[src/xrs_pkg.sv]
// Purpose: Constants and types of the transfer request front end.
// Assumes: One core clock, 32-bit IO registers.
// Notes:   Offsets are byte addresses in the IO window.
package xrs_pkg;
   // Register offsets.
   localparam logic [11:0] XRS_OFF_EBASE = 12'h110;
   localparam logic [11:0] XRS_OFF_LADDR = 12'h114;
   localparam logic [11:0] XRS_OFF_CTRL  = 12'h118;
   localparam logic [11:0] XRS_OFF_EOFF  = 12'h11c;
   localparam logic [11:0] XRS_OFF_STAT  = 12'h120;
   // Control register fields.
   localparam int XRS_CTL_PEND = 0;
   localparam int XRS_CTL_UNK  = 1;
   localparam int XRS_CTL_SEC  = 2;
   localparam int XRS_CTL_MODE = 4;
   localparam int XRS_CTL_SIZE = 8;
   localparam int XRS_CTL_PORT = 12;
   // Status register fields.
   localparam int XRS_ST_BUSY = 1;
   localparam int XRS_ST_RW   = 4;
   localparam int XRS_ST_NDST = 16;
   localparam int XRS_ST_NDLD = 24;
   // Port target special register fields.
   localparam int XRS_TG_CODE = 0;
   localparam int XRS_TG_DLD  = 8;
   localparam int XRS_TG_DST  = 12;
   // Operand and authorization fields.
   localparam int XRS_OP_SIZE = 16;
   localparam int XRS_AUTH_SEC = 16;
   localparam int XRS_EBASE_SH = 8;
   // Transfer modes as coded in the control register.
   localparam logic [1:0] XRS_M_DLD = 2'h0;
   localparam logic [1:0] XRS_M_CLD = 2'h1;
   localparam logic [1:0] XRS_M_DST = 2'h2;
   // Instruction subopcodes.
   localparam logic [3:0] XRS_OP_DWAIT = 4'h3;
   localparam logic [3:0] XRS_OP_CLD   = 4'h4;
   localparam logic [3:0] XRS_OP_DLD   = 4'h5;
   localparam logic [3:0] XRS_OP_DST   = 4'h6;
   localparam logic [3:0] XRS_OP_CWAIT = 4'h7;
   // Special register selects.
   localparam logic [1:0] XRS_SR_DBASE = 2'h0;
   localparam logic [1:0] XRS_SR_CBASE = 2'h1;
   localparam logic [1:0] XRS_SR_TGTS  = 2'h2;
   // Sizes, queue depth and per-class counter limit.
   localparam logic [8:0] XRS_WORD_BYTES = 9'h004;
   localparam logic [8:0] XRS_PAGE_BYTES = 9'h100;
   localparam int XRS_QDEPTH = 4;
   localparam logic [2:0] XRS_CNT_MAX = 3'h7;
   // One queued request.
   typedef struct packed {
      logic [1:0]  mode;
      logic [2:0]  port;
      logic [2:0]  size;
      logic        sec;
      logic [31:0] addr;
      logic [15:0] local_a;
   } xrs_entry_s;
endpackage

[src/xrs_front.sv]
// Purpose: Takes transfer requests from core instructions and IO writes,
//          queues them and hands them to the memory port.
// Assumes: Memory port echoes mode, page and secret flag on completion.
// Notes:   Notes on behaviour
`timescale 1ns/10ps
module xrs_front
   import xrs_pkg::*;
(
   // Clock and reset.
   input  wire logic        sys_clk,
   input  wire logic        sys_rst,
   // IO register port.
   input  wire logic        io_wr,
   input  wire logic        io_rd,
   input  wire logic [11:0] io_addr,
   input  wire logic [31:0] io_wdata,
   output logic [31:0]      io_rdata_r,
   output logic             io_rvalid_r,
   // Core special registers and instructions.
   input  wire logic        sr_wr,
   input  wire logic [1:0]  sr_sel,
   input  wire logic [31:0] sr_wdata,
   input  wire logic [31:0] cauth,
   input  wire logic        ins_valid,
   input  wire logic [3:0]  ins_subop,
   input  wire logic [31:0] ins_src1,
   input  wire logic [31:0] ins_src2,
   output logic             ins_done_r,
   // Memory port requests.
   output logic             xfer_valid_r,
   input  wire logic        xfer_ready,
   output logic [1:0]       xfer_mode_r,
   output logic [2:0]       xfer_port_r,
   output logic [31:0]      xfer_addr_r,
   output logic [15:0]      xfer_local_r,
   output logic [8:0]       xfer_bytes_r,
   output logic             xfer_secret_r,
   // Memory port completions.
   input  wire logic        done_valid,
   input  wire logic [1:0]  done_mode,
   input  wire logic [7:0]  done_page,
   input  wire logic        done_secret,
   // Code page state updates.
   output logic             page_busy_r,
   output logic [7:0]       page_busy_idx_r,
   output logic             page_rel_r,
   output logic [7:0]       page_rel_idx_r,
   output logic             page_rel_secret_r
);

   // Whole state of the block.
   typedef struct packed {
      logic [31:0] ebase;
      logic [31:0] laddr;
      logic [31:0] eoff;
      logic [31:0] ctrl;
      logic [1:0]  st_rw;
      logic [31:0] dbase;
      logic [31:0] cbase;
      logic [31:0] tgts;
      xrs_entry_s [XRS_QDEPTH-1:0] q;
      logic [1:0]  head;
      logic [2:0]  cnt;
      logic [2:0]  n_cld;
      logic [2:0]  n_dld;
      logic [2:0]  n_dst;
      xrs_entry_s  o;
      logic [8:0]  obytes;
      logic        ov;
      logic        ins_done;
      logic [31:0] rdata;
      logic        rvalid;
      logic        pbusy;
      logic [7:0]  pbusy_idx;
      logic        prel;
      logic [7:0]  prel_idx;
      logic        prel_sec;
   } xrs_state_s;

   xrs_state_s s_r;   // Registered state.
   xrs_state_s s_nxt; // Next state.

   // External address of a request from its base and offset.
   function automatic logic [31:0] xrs_addr(input logic [31:0] b,
                                            input logic [31:0] o);
      xrs_addr = (b << XRS_EBASE_SH) + o;
   endfunction

   // Byte count of a request.
   function automatic logic [8:0] xrs_bytes(input logic [1:0] m,
                                            input logic [2:0] sz);
      xrs_bytes = (m == XRS_M_CLD) ? XRS_PAGE_BYTES
                                   : 9'(XRS_WORD_BYTES << sz);
   endfunction

   // Class counter of a mode.
   function automatic logic [2:0] xrs_ncls(input xrs_state_s st,
                                           input logic [1:0] m);
      unique case (m)
         XRS_M_CLD: xrs_ncls = st.n_cld;
         XRS_M_DST: xrs_ncls = st.n_dst;
         default:   xrs_ncls = st.n_dld;
      endcase
   endfunction

   // Decoded instruction and candidate requests.
   logic       ins_sub;  // Submission instruction present.
   logic       ins_wait; // Wait instruction present.
   logic       ins_idle; // Class waited on has drained.
   xrs_entry_s e_ins;    // Request built from the instruction.
   xrs_entry_s e_ctl;    // Request built from the IO registers.
   xrs_entry_s e_new;    // Request actually queued.
   logic       enq;      // A request enters the queue.
   logic       deq;      // Queue head moves to the output stage.
   logic       take;     // Instruction completes this cycle.

   // Decode instructions and build both candidate requests.
   always_comb begin
      ins_sub  = ins_valid && !s_r.ins_done &&
                 (ins_subop == XRS_OP_CLD || ins_subop == XRS_OP_DLD ||
                  ins_subop == XRS_OP_DST);
      ins_wait = ins_valid && !s_r.ins_done &&
                 (ins_subop == XRS_OP_CWAIT || ins_subop == XRS_OP_DWAIT);
      ins_idle = (ins_subop == XRS_OP_CWAIT) ? (s_r.n_cld == 3'h0)
               : (s_r.n_dld == 3'h0 && s_r.n_dst == 3'h0);
      e_ins.local_a = ins_src2[15:0];
      e_ins.size    = ins_src2[XRS_OP_SIZE +: 3];
      e_ins.sec     = 1'b0;
      unique case (ins_subop)
         XRS_OP_CLD: begin
            e_ins.mode = XRS_M_CLD;
            e_ins.port = s_r.tgts[XRS_TG_CODE +: 3];
            e_ins.addr = xrs_addr(s_r.cbase, ins_src1);
            e_ins.sec  = cauth[XRS_AUTH_SEC];
         end
         XRS_OP_DST: begin
            e_ins.mode = XRS_M_DST;
            e_ins.port = s_r.tgts[XRS_TG_DST +: 3];
            e_ins.addr = xrs_addr(s_r.dbase, ins_src1);
         end
         default: begin
            e_ins.mode = XRS_M_DLD;
            e_ins.port = s_r.tgts[XRS_TG_DLD +: 3];
            e_ins.addr = xrs_addr(s_r.dbase, ins_src1);
         end
      endcase
      e_ctl.addr    = xrs_addr(s_r.ebase, s_r.eoff);
      e_ctl.local_a = s_r.laddr[15:0];
      e_ctl.mode = s_r.ctrl[XRS_CTL_MODE +: 2];
      e_ctl.size = s_r.ctrl[XRS_CTL_SIZE +: 3];
      e_ctl.port = s_r.ctrl[XRS_CTL_PORT +: 3];
      e_ctl.sec  = s_r.ctrl[XRS_CTL_SEC];
   end

   // Queue, counters, register file and outputs.
   always_comb begin
      s_nxt = s_r;
      // Instructions take priority over a pending control launch.
      e_new = ins_sub ? e_ins : e_ctl;
      enq = (ins_sub || s_r.ctrl[XRS_CTL_PEND]) &&
            (s_r.cnt < 3'(XRS_QDEPTH)) &&
            (xrs_ncls(s_r, e_new.mode) != XRS_CNT_MAX);
      take = (ins_sub && enq) || (ins_wait && ins_idle);
      s_nxt.ins_done = take;
      deq = (s_r.cnt != 3'h0) && (!s_r.ov || xfer_ready);
      // The output stage drops its request once the port takes it.
      if (s_r.ov && xfer_ready) begin
         s_nxt.ov = 1'b0;
      end
      if (deq) begin
         s_nxt.o    = s_r.q[s_r.head];
         // Byte count is registered so the output comes from a flip-flop.
         s_nxt.obytes = xrs_bytes(s_r.q[s_r.head].mode, s_r.q[s_r.head].size);
         s_nxt.ov   = 1'b1;
         s_nxt.head = s_r.head + 2'h1;
      end
      if (enq) begin
         s_nxt.q[s_r.head + s_r.cnt[1:0]] = e_new;
      end
      s_nxt.cnt = s_r.cnt + {2'h0, enq} - {2'h0, deq};
      if (enq && !ins_sub) begin
         s_nxt.ctrl[XRS_CTL_PEND] = 1'b0;
      end
      s_nxt.n_cld = s_r.n_cld
         + {2'h0, enq && e_new.mode == XRS_M_CLD}
         - {2'h0, done_valid && done_mode == XRS_M_CLD};
      s_nxt.n_dld = s_r.n_dld
         + {2'h0, enq && e_new.mode == XRS_M_DLD}
         - {2'h0, done_valid && done_mode == XRS_M_DLD};
      s_nxt.n_dst = s_r.n_dst
         + {2'h0, enq && e_new.mode == XRS_M_DST}
         - {2'h0, done_valid && done_mode == XRS_M_DST};
      s_nxt.pbusy     = enq && e_new.mode == XRS_M_CLD;
      s_nxt.pbusy_idx = e_new.local_a[15:8];
      s_nxt.prel      = done_valid && done_mode == XRS_M_CLD;
      s_nxt.prel_idx  = done_page;
      s_nxt.prel_sec  = done_secret;
      // Core writes to its special registers.
      if (sr_wr) begin
         unique case (sr_sel)
            XRS_SR_DBASE: s_nxt.dbase = sr_wdata;
            XRS_SR_CBASE: s_nxt.cbase = sr_wdata;
            XRS_SR_TGTS:  s_nxt.tgts  = sr_wdata;
            default:      s_nxt.tgts  = s_r.tgts;
         endcase
      end
      // IO register writes.
      if (io_wr) begin
         unique case (io_addr)
            XRS_OFF_EBASE: s_nxt.ebase = io_wdata;
            XRS_OFF_LADDR: s_nxt.laddr = io_wdata;
            XRS_OFF_EOFF:  s_nxt.eoff  = io_wdata;
            XRS_OFF_STAT:  s_nxt.st_rw = io_wdata[XRS_ST_RW +: 2];
            XRS_OFF_CTRL: begin
               s_nxt.ctrl = io_wdata;
               s_nxt.ctrl[XRS_CTL_UNK]  = 1'b0;
               s_nxt.ctrl[XRS_CTL_PEND] = 1'b1;
            end
            default: s_nxt.ctrl = s_nxt.ctrl;
         endcase
      end
      // IO register reads answer one cycle later; unmapped reads give 0.
      s_nxt.rvalid = io_rd;
      s_nxt.rdata  = 32'h0;
      unique case (io_addr)
         XRS_OFF_EBASE: s_nxt.rdata = s_r.ebase;
         XRS_OFF_LADDR: s_nxt.rdata = s_r.laddr;
         XRS_OFF_EOFF:  s_nxt.rdata = s_r.eoff;
         XRS_OFF_CTRL:  s_nxt.rdata = s_r.ctrl;
         XRS_OFF_STAT: begin
            s_nxt.rdata[XRS_ST_BUSY] = (s_r.n_dld != 3'h0) ||
                                       (s_r.n_dst != 3'h0);
            s_nxt.rdata[XRS_ST_RW +: 2]   = s_r.st_rw;
            s_nxt.rdata[XRS_ST_NDST +: 3] = s_r.n_dst;
            s_nxt.rdata[XRS_ST_NDLD +: 3] = s_r.n_dld;
         end
         default: s_nxt.rdata = 32'h0;
      endcase
      if (sys_rst) begin
         s_nxt = '0;
      end
   end

   // State register.
   always_ff @(posedge sys_clk) begin
      s_r <= s_nxt;
   end

   // Outputs come straight from state flip-flops.
   assign io_rdata_r        = s_r.rdata;
   assign io_rvalid_r       = s_r.rvalid;
   assign ins_done_r        = s_r.ins_done;
   assign xfer_valid_r      = s_r.ov;
   assign xfer_mode_r       = s_r.o.mode;
   assign xfer_port_r       = s_r.o.port;
   assign xfer_addr_r       = s_r.o.addr;
   assign xfer_local_r      = s_r.o.local_a;
   assign xfer_bytes_r      = s_r.obytes;
   assign xfer_secret_r     = s_r.o.sec;
   assign page_busy_r       = s_r.pbusy;
   assign page_busy_idx_r   = s_r.pbusy_idx;
   assign page_rel_r        = s_r.prel;
   assign page_rel_idx_r    = s_r.prel_idx;
   assign page_rel_secret_r = s_r.prel_sec;
endmodule

[config.mk]
export PLATFORM = sky130hd
export DESIGN_NAME = xrs_front
export DESIGN_NICKNAME = d
export VERILOG_FILES = /design/src/xrs_pkg.sv /design/src/xrs_front.sv
export SDC_FILE = /design/constraint.sdc
export NUM_CORES = 1
export LEC_CHECK = 0
export ABC_AREA = 1
export BUFFER_PORTS_ARGS = -buffer_cell sky130_fd_sc_hd__buf_2
export CAP_MARGIN = 15
export CORE_AREA = 2 2 268 217
export CTS_BUF_LIST = sky130_fd_sc_hd__clkbuf_8
export DETAILED_ROUTE_END_ITERATION = 6
export DIE_AREA = 0 0 270 219
export PLACE_DENSITY = 0.77
export SLEW_MARGIN = 5
export SYNTH_ARGS = -nofsm -noshare
export SYNTH_HDL_FRONTEND = slang
export SYNTH_SLANG_ARGS = --single-unit
[constraint.sdc]
create_clock -name sys_clk -period 7.3 [get_ports sys_clk]
set_input_delay 0.365 -clock sys_clk [delete_from_list [all_inputs] [get_ports sys_clk]]
set_output_delay 0.365 -clock sys_clk [all_outputs]
set_load 0.005 [all_outputs]
# == Yosys cells after proc, flatten, opt, wreduce, memory -nomap -nowiden ==
# Index checks and enable logic that the tools add are counted.
# word_totals
wordCells,162
input_bits,197
regBits,551
out_inout_bits,117
# classes
n_eq_ne,18
n_reduce_logical,46
order_cmp,4
muxes,27
add_sub_neg,13
shift,1
# op_table
cell,count
$bwmux 228,1
$mux 57,3
$bmux 57 s2,1
$demux 57 s2,1
$add 32x32->32,3
$eq 12x9->1 const B,5
$pmux 10 s4,1
$pmux 5 s4,2
$mux 32,1
$pmux 3 s5,2
$logic_and 1x1->1,18
$eq 4x3->1 const B,4
$reduce_and 2->1,8
$add 3x1->3,4
$sub 3x1->3,4
$pmux 2 s5,1
$pmux 5 s2,1
$logic_not 3->1,3
$mux 9,1
$reduce_bool 3->1,3
$shl 3x3->9 const A,1
$eq 2x1->1 const B,4
$pmux 1 s4,2
$pmux 2 s4,1
16 further kinds,34

# == Depth between registers and ports, before layout ==
# depth
ltp_word,13
ltp_mapped,23
ltp_nobuf,23

# == Worst setup path after synthesis ==
# Ideal clock, no wire load.
# synth_timing
path_kind,input-to-reg
from,input port ins_subop[3]
to,register s_r[122] in the netlist's numbering
path_stages,23
required_time_ps,7173
arrival_ps,3460
slack_ps,3714
path_cell_list,inv_1 -> nand2_2 -> nor3_4 -> buf_2 -> buf_4 -> nand2_1 -> o21ai_1 -> inv_1 -> ha_1 -> inv_1 -> a21oi_1 -> o21a_4 -> nand2_1 -> inv_1 -> nand2_1 -> ha_1 -> inv_1 -> ha_1 -> inv_1 -> fa_1 -> xor2_1 -> o21ai_0 -> a21oi_1
# synth_rtl
element,line,text
start: declaration,xrs_front.sv:25,"input wire logic [3:0] ins_subop,"
end signal: assignment,xrs_front.sv:246,s_r <= s_nxt;
end: declaration,xrs_front.sv:80,xrs_state_s s_r;

==> results.md <==
- Status: finished, final reports clean
- CTS Buf Count: 87
- Synth unique cells: 47
- Syn Std Cell Area: 26300 sq um
- Final setup violation count: 0
- Slew Limit Fails: 0
- Hold Crit Start: ins_subop[3]
- R2R Setup Slk: 3.27 ns
- Die X: 270 microns
- # rows: 78
- DR pass1 iterations: 6
- Crit path from: ins_done_r$_SDFF_PP0_
- Residual DRC: 0
- Worst reg2reg endpoint: s_r[168]$_SDFFE_PP0P_
- Post-synthesis sequential area ratio: 0.413
- Final WL: 77400 microns
- Power Dens Cells: 273 nW/um^2
- Core area: 56300 sq um
- Vias: 24800
- Worst Hold Depth: 4
- Antenna Nets Post-Route: 0
- H-tree levels: 3
- Worst R2R Start: ins_done_r$_SDFF_PP0_
- Setup Skew: 0.0215 ns
- Dpl hpwl: 50600 microns
- Final non-filler cell total: 4745
- Startpoint Class: register
- Worst Path Max Fanout: 46
- Post-Syn Instances: 3797
- #FFs+latches synth: 543
- DR iter-0 viols: 2545
- Final nets: 4177
- Worst-Margin Slew: 1.22 ns
- Avg Cell Area, Syn: 6.94 sq um
- Setup Crit Path Kind: register to register
- # clock sinks: 543
- Root Buffer: clkbuf_8
- First-pass GRT wire length: 122000 microns
- Die Span Y: 219 microns
- Inst Count DP: 4518
- DR WL/cell: 16.3 microns
- Crit end category: register
- CP Data Required Time: 7.87 ns
- Layout cells sized above 1: 0.115
- Hold WC Path Type: input pin to register
- CTS tree: built
- Slew headroom: 0.183
- RSZ-0062 raised after global routing: false
- Final setup margin: 3.27 ns
- Io pins: 314
- Worst-Skew Late Latency: 0.67 ns
- Port-buffer cells: 259
- DIE AREA: 59100 sq um
- Share of the synthesized area in the top cell type: 0.413
- FF-to-FF path depth: 16
- Tmin final: 4.03 ns
- Fin. Hold Viols: 0
- Synth warnings: 0
- Leading post-synthesis cells by cell area: dfxtp_1 41%, nand2_1 10%, o21ai_0 9.5%, a21oi_1 7.5%, inv_1 6.3%
- Endpoint, Worst Hold: ins_done_r$_SDFF_PP0_
- Vias in the first global route: 22900
- Initial Utilization: 0.468
- Max VDD drop: 0.216 mV
- Total global routing track utilization: 0.258
- Worst endpoint data arrival time: 4.60 ns
- Max clock buf depth: 3
- Register clock-pin slew on the reported worst setup and hold paths: 0.06 ns
- Synth area leader: dfxtp_1
- Final Wtd Congestion: 0.909
- Initial antenna violation count: 1
- Drt via density: 5.23
- Total grt overflow: 0
- Setup Buffers After CTS: 0
- Tot Pwr: 0.00809 W
- Static Leak: 13.4 nW
- Diodes inserted: 0
- Max Clk Rate: 0.248 GHz
- Setup TNS: 0 ns
- Number of max-cap violations: 0
- Largest net degree at the start of global routing: 230
- Crit share post-route: 0.553
- Dpl ws: 2.79 ns
- P&R area growth vs syn: 12.5%
-- report_power, final --
| group | total (W) | switching, W | internal (W) |
|---|---|---|---|
| combinational | 0.00176 | 0.00114 | 0.000624 |
| clock | 0.00283 | 0.00125 | 0.00158 |
| sequential | 0.00350 | 0.000231 | 0.00327 |
-- worst max path at each step --
stage                                        to  slack, ns
after floorplan             s_r[122]$_SDFF_PP0_       3.71
after global placement    s_r[168]$_SDFFE_PP0P_       2.86
after detailed placement  s_r[168]$_SDFFE_PP0P_       2.79
after CTS                 s_r[168]$_SDFFE_PP0P_       3.36
after global routing      s_r[162]$_SDFFE_PP0P_       2.96
final                     s_r[168]$_SDFFE_PP0P_       3.27
-- cell families after synthesis --
| logic type | count (synthesis) | synth area share |
|---|---|---|
| muxes | 1 | 0.000380 |
| DFF | 543 | 0.413 |
| adders and majority gates | 64 | 0.0321 |
| xor gates and xnor gates | 16 | 0.00560 |
| AOI/OAI and AO/OA | 1040 | 0.208 |
| and+or+nand+nor | 1357 | 0.208 |
| buffers and inverters | 775 | 0.133 |
| other | 1 | 0.000142 |
-- layer usage --
layer	wire, microns	GRT usage	vias up
met5	13	0	-
met1	35100	0.348	11300
li1	-	-	12400
met4	2360	0.0967	2
met2	33800	0.409	947
met3	6160	0.0520	130
-- layout by cell type (no fill, tap or decap), types with 5 or more instances in the layout --
cell type      instances
o22ai_1                7
bufinv_16              5
nor2_1               430
inv_1                465
nand3b_1              12
o211ai_1              30
a31oi_1               60
clkinv_2               7
nand3_2                5
o21ai_0              501
a41oi_1               21
clkbuf_8             114
inv_2                  7
dlygate4sd3_1         68
nand3_1              133
o21ai_1               12
nand2_1              726
nor3_1                 9
fa_1                   6
nor2_2                 5
nand4_1               13
nor2_4                 5
dfxtp_1              541
xor2_1                12
a21oi_1              397
buf_2                258
or2_2                  9
buf_4                 26
ha_1                  58
-- cells in the mapped netlist (all sizes together) --
library cell	number
nand3	138
a211oi	4
and3	1
buf	200
nor2	440
clkinv	3
xnor2	4
and2	4
o22ai	7
mux2i	1
fa	6
nor4	2
inv	447
dfxtp	543
o2111ai	2
a41oi	21
a21oi	397
nor3	10
ha	58
o211ai	30
a32oi	2
o21ai	513
o21a	1
clkbuf	125
or2	9
o21bai	2
a31oi	60
a32o	1
xor2	12
nand3b	12
conb	1
nand2	727
nand4	14
-- layout make-up --
type | count | area [sq um]
Fill cell | 5494 | 26700
Multi-Input combinational cell | 2480 | 12000
Sequential cell | 543 | 10900
Timing Repair Buffer | 354 | 2210
Inverter | 450 | 1700
Clock buffer | 114 | 1570
Tap cell | 760 | 951
Clock inverter | 44 | 339
-- flip-flops by register name, summed over array words and instances, names as in the netlist, 2 cells and up --
signal and flops:
xfer_bytes_r 7, xfer_port_r 3, page_rel_idx_r 8, page_busy_idx_r 8
e_ctl 25, xfer_addr_r 32, xfer_local_r 16, s_r 403
io_rdata_r 32, xfer_mode_r 2
-- stage by stage --
step | instance area, sq um | hold slack [ns] | utilization
6_report | 29700 | 0.0719 | 0.527
5_1_grt | 29700 | 0.0637 | 0.527
4_1_cts | 29600 | 0.0174 | 0.526
3_5_place_dp | 27000 | 0.441 | 0.480
3_3_place_gp | 27000 | 0.435 | 0.480
2_1_floorplan | 26400 | 0.424 | -
-- critical path, stage by stage (launching register included) --
cell and delay, ns:
dfxtp_1 0.31, inv_1 0.05, nand2_1 0.09, nor2_1 0.17
nand3_2 0.16, a21oi_1 0.41, inv_1 0.21, ha_1 0.26
a21oi_1 0.12, nor3_1 0.08, nand2_1 0.24, nand3_2 0.80
clkinv_2 0.21, buf_4 0.48, nand3_1 0.14, nand2_1 0.10
inv_1 0.03
-- repair_timing --
item / in CTS / in global routing
hold endpoints to repair: 194 / 0
gates resized for setup: 0 / 0
hold buffers: 68 / 0
(Power assumes the default switching activity.)
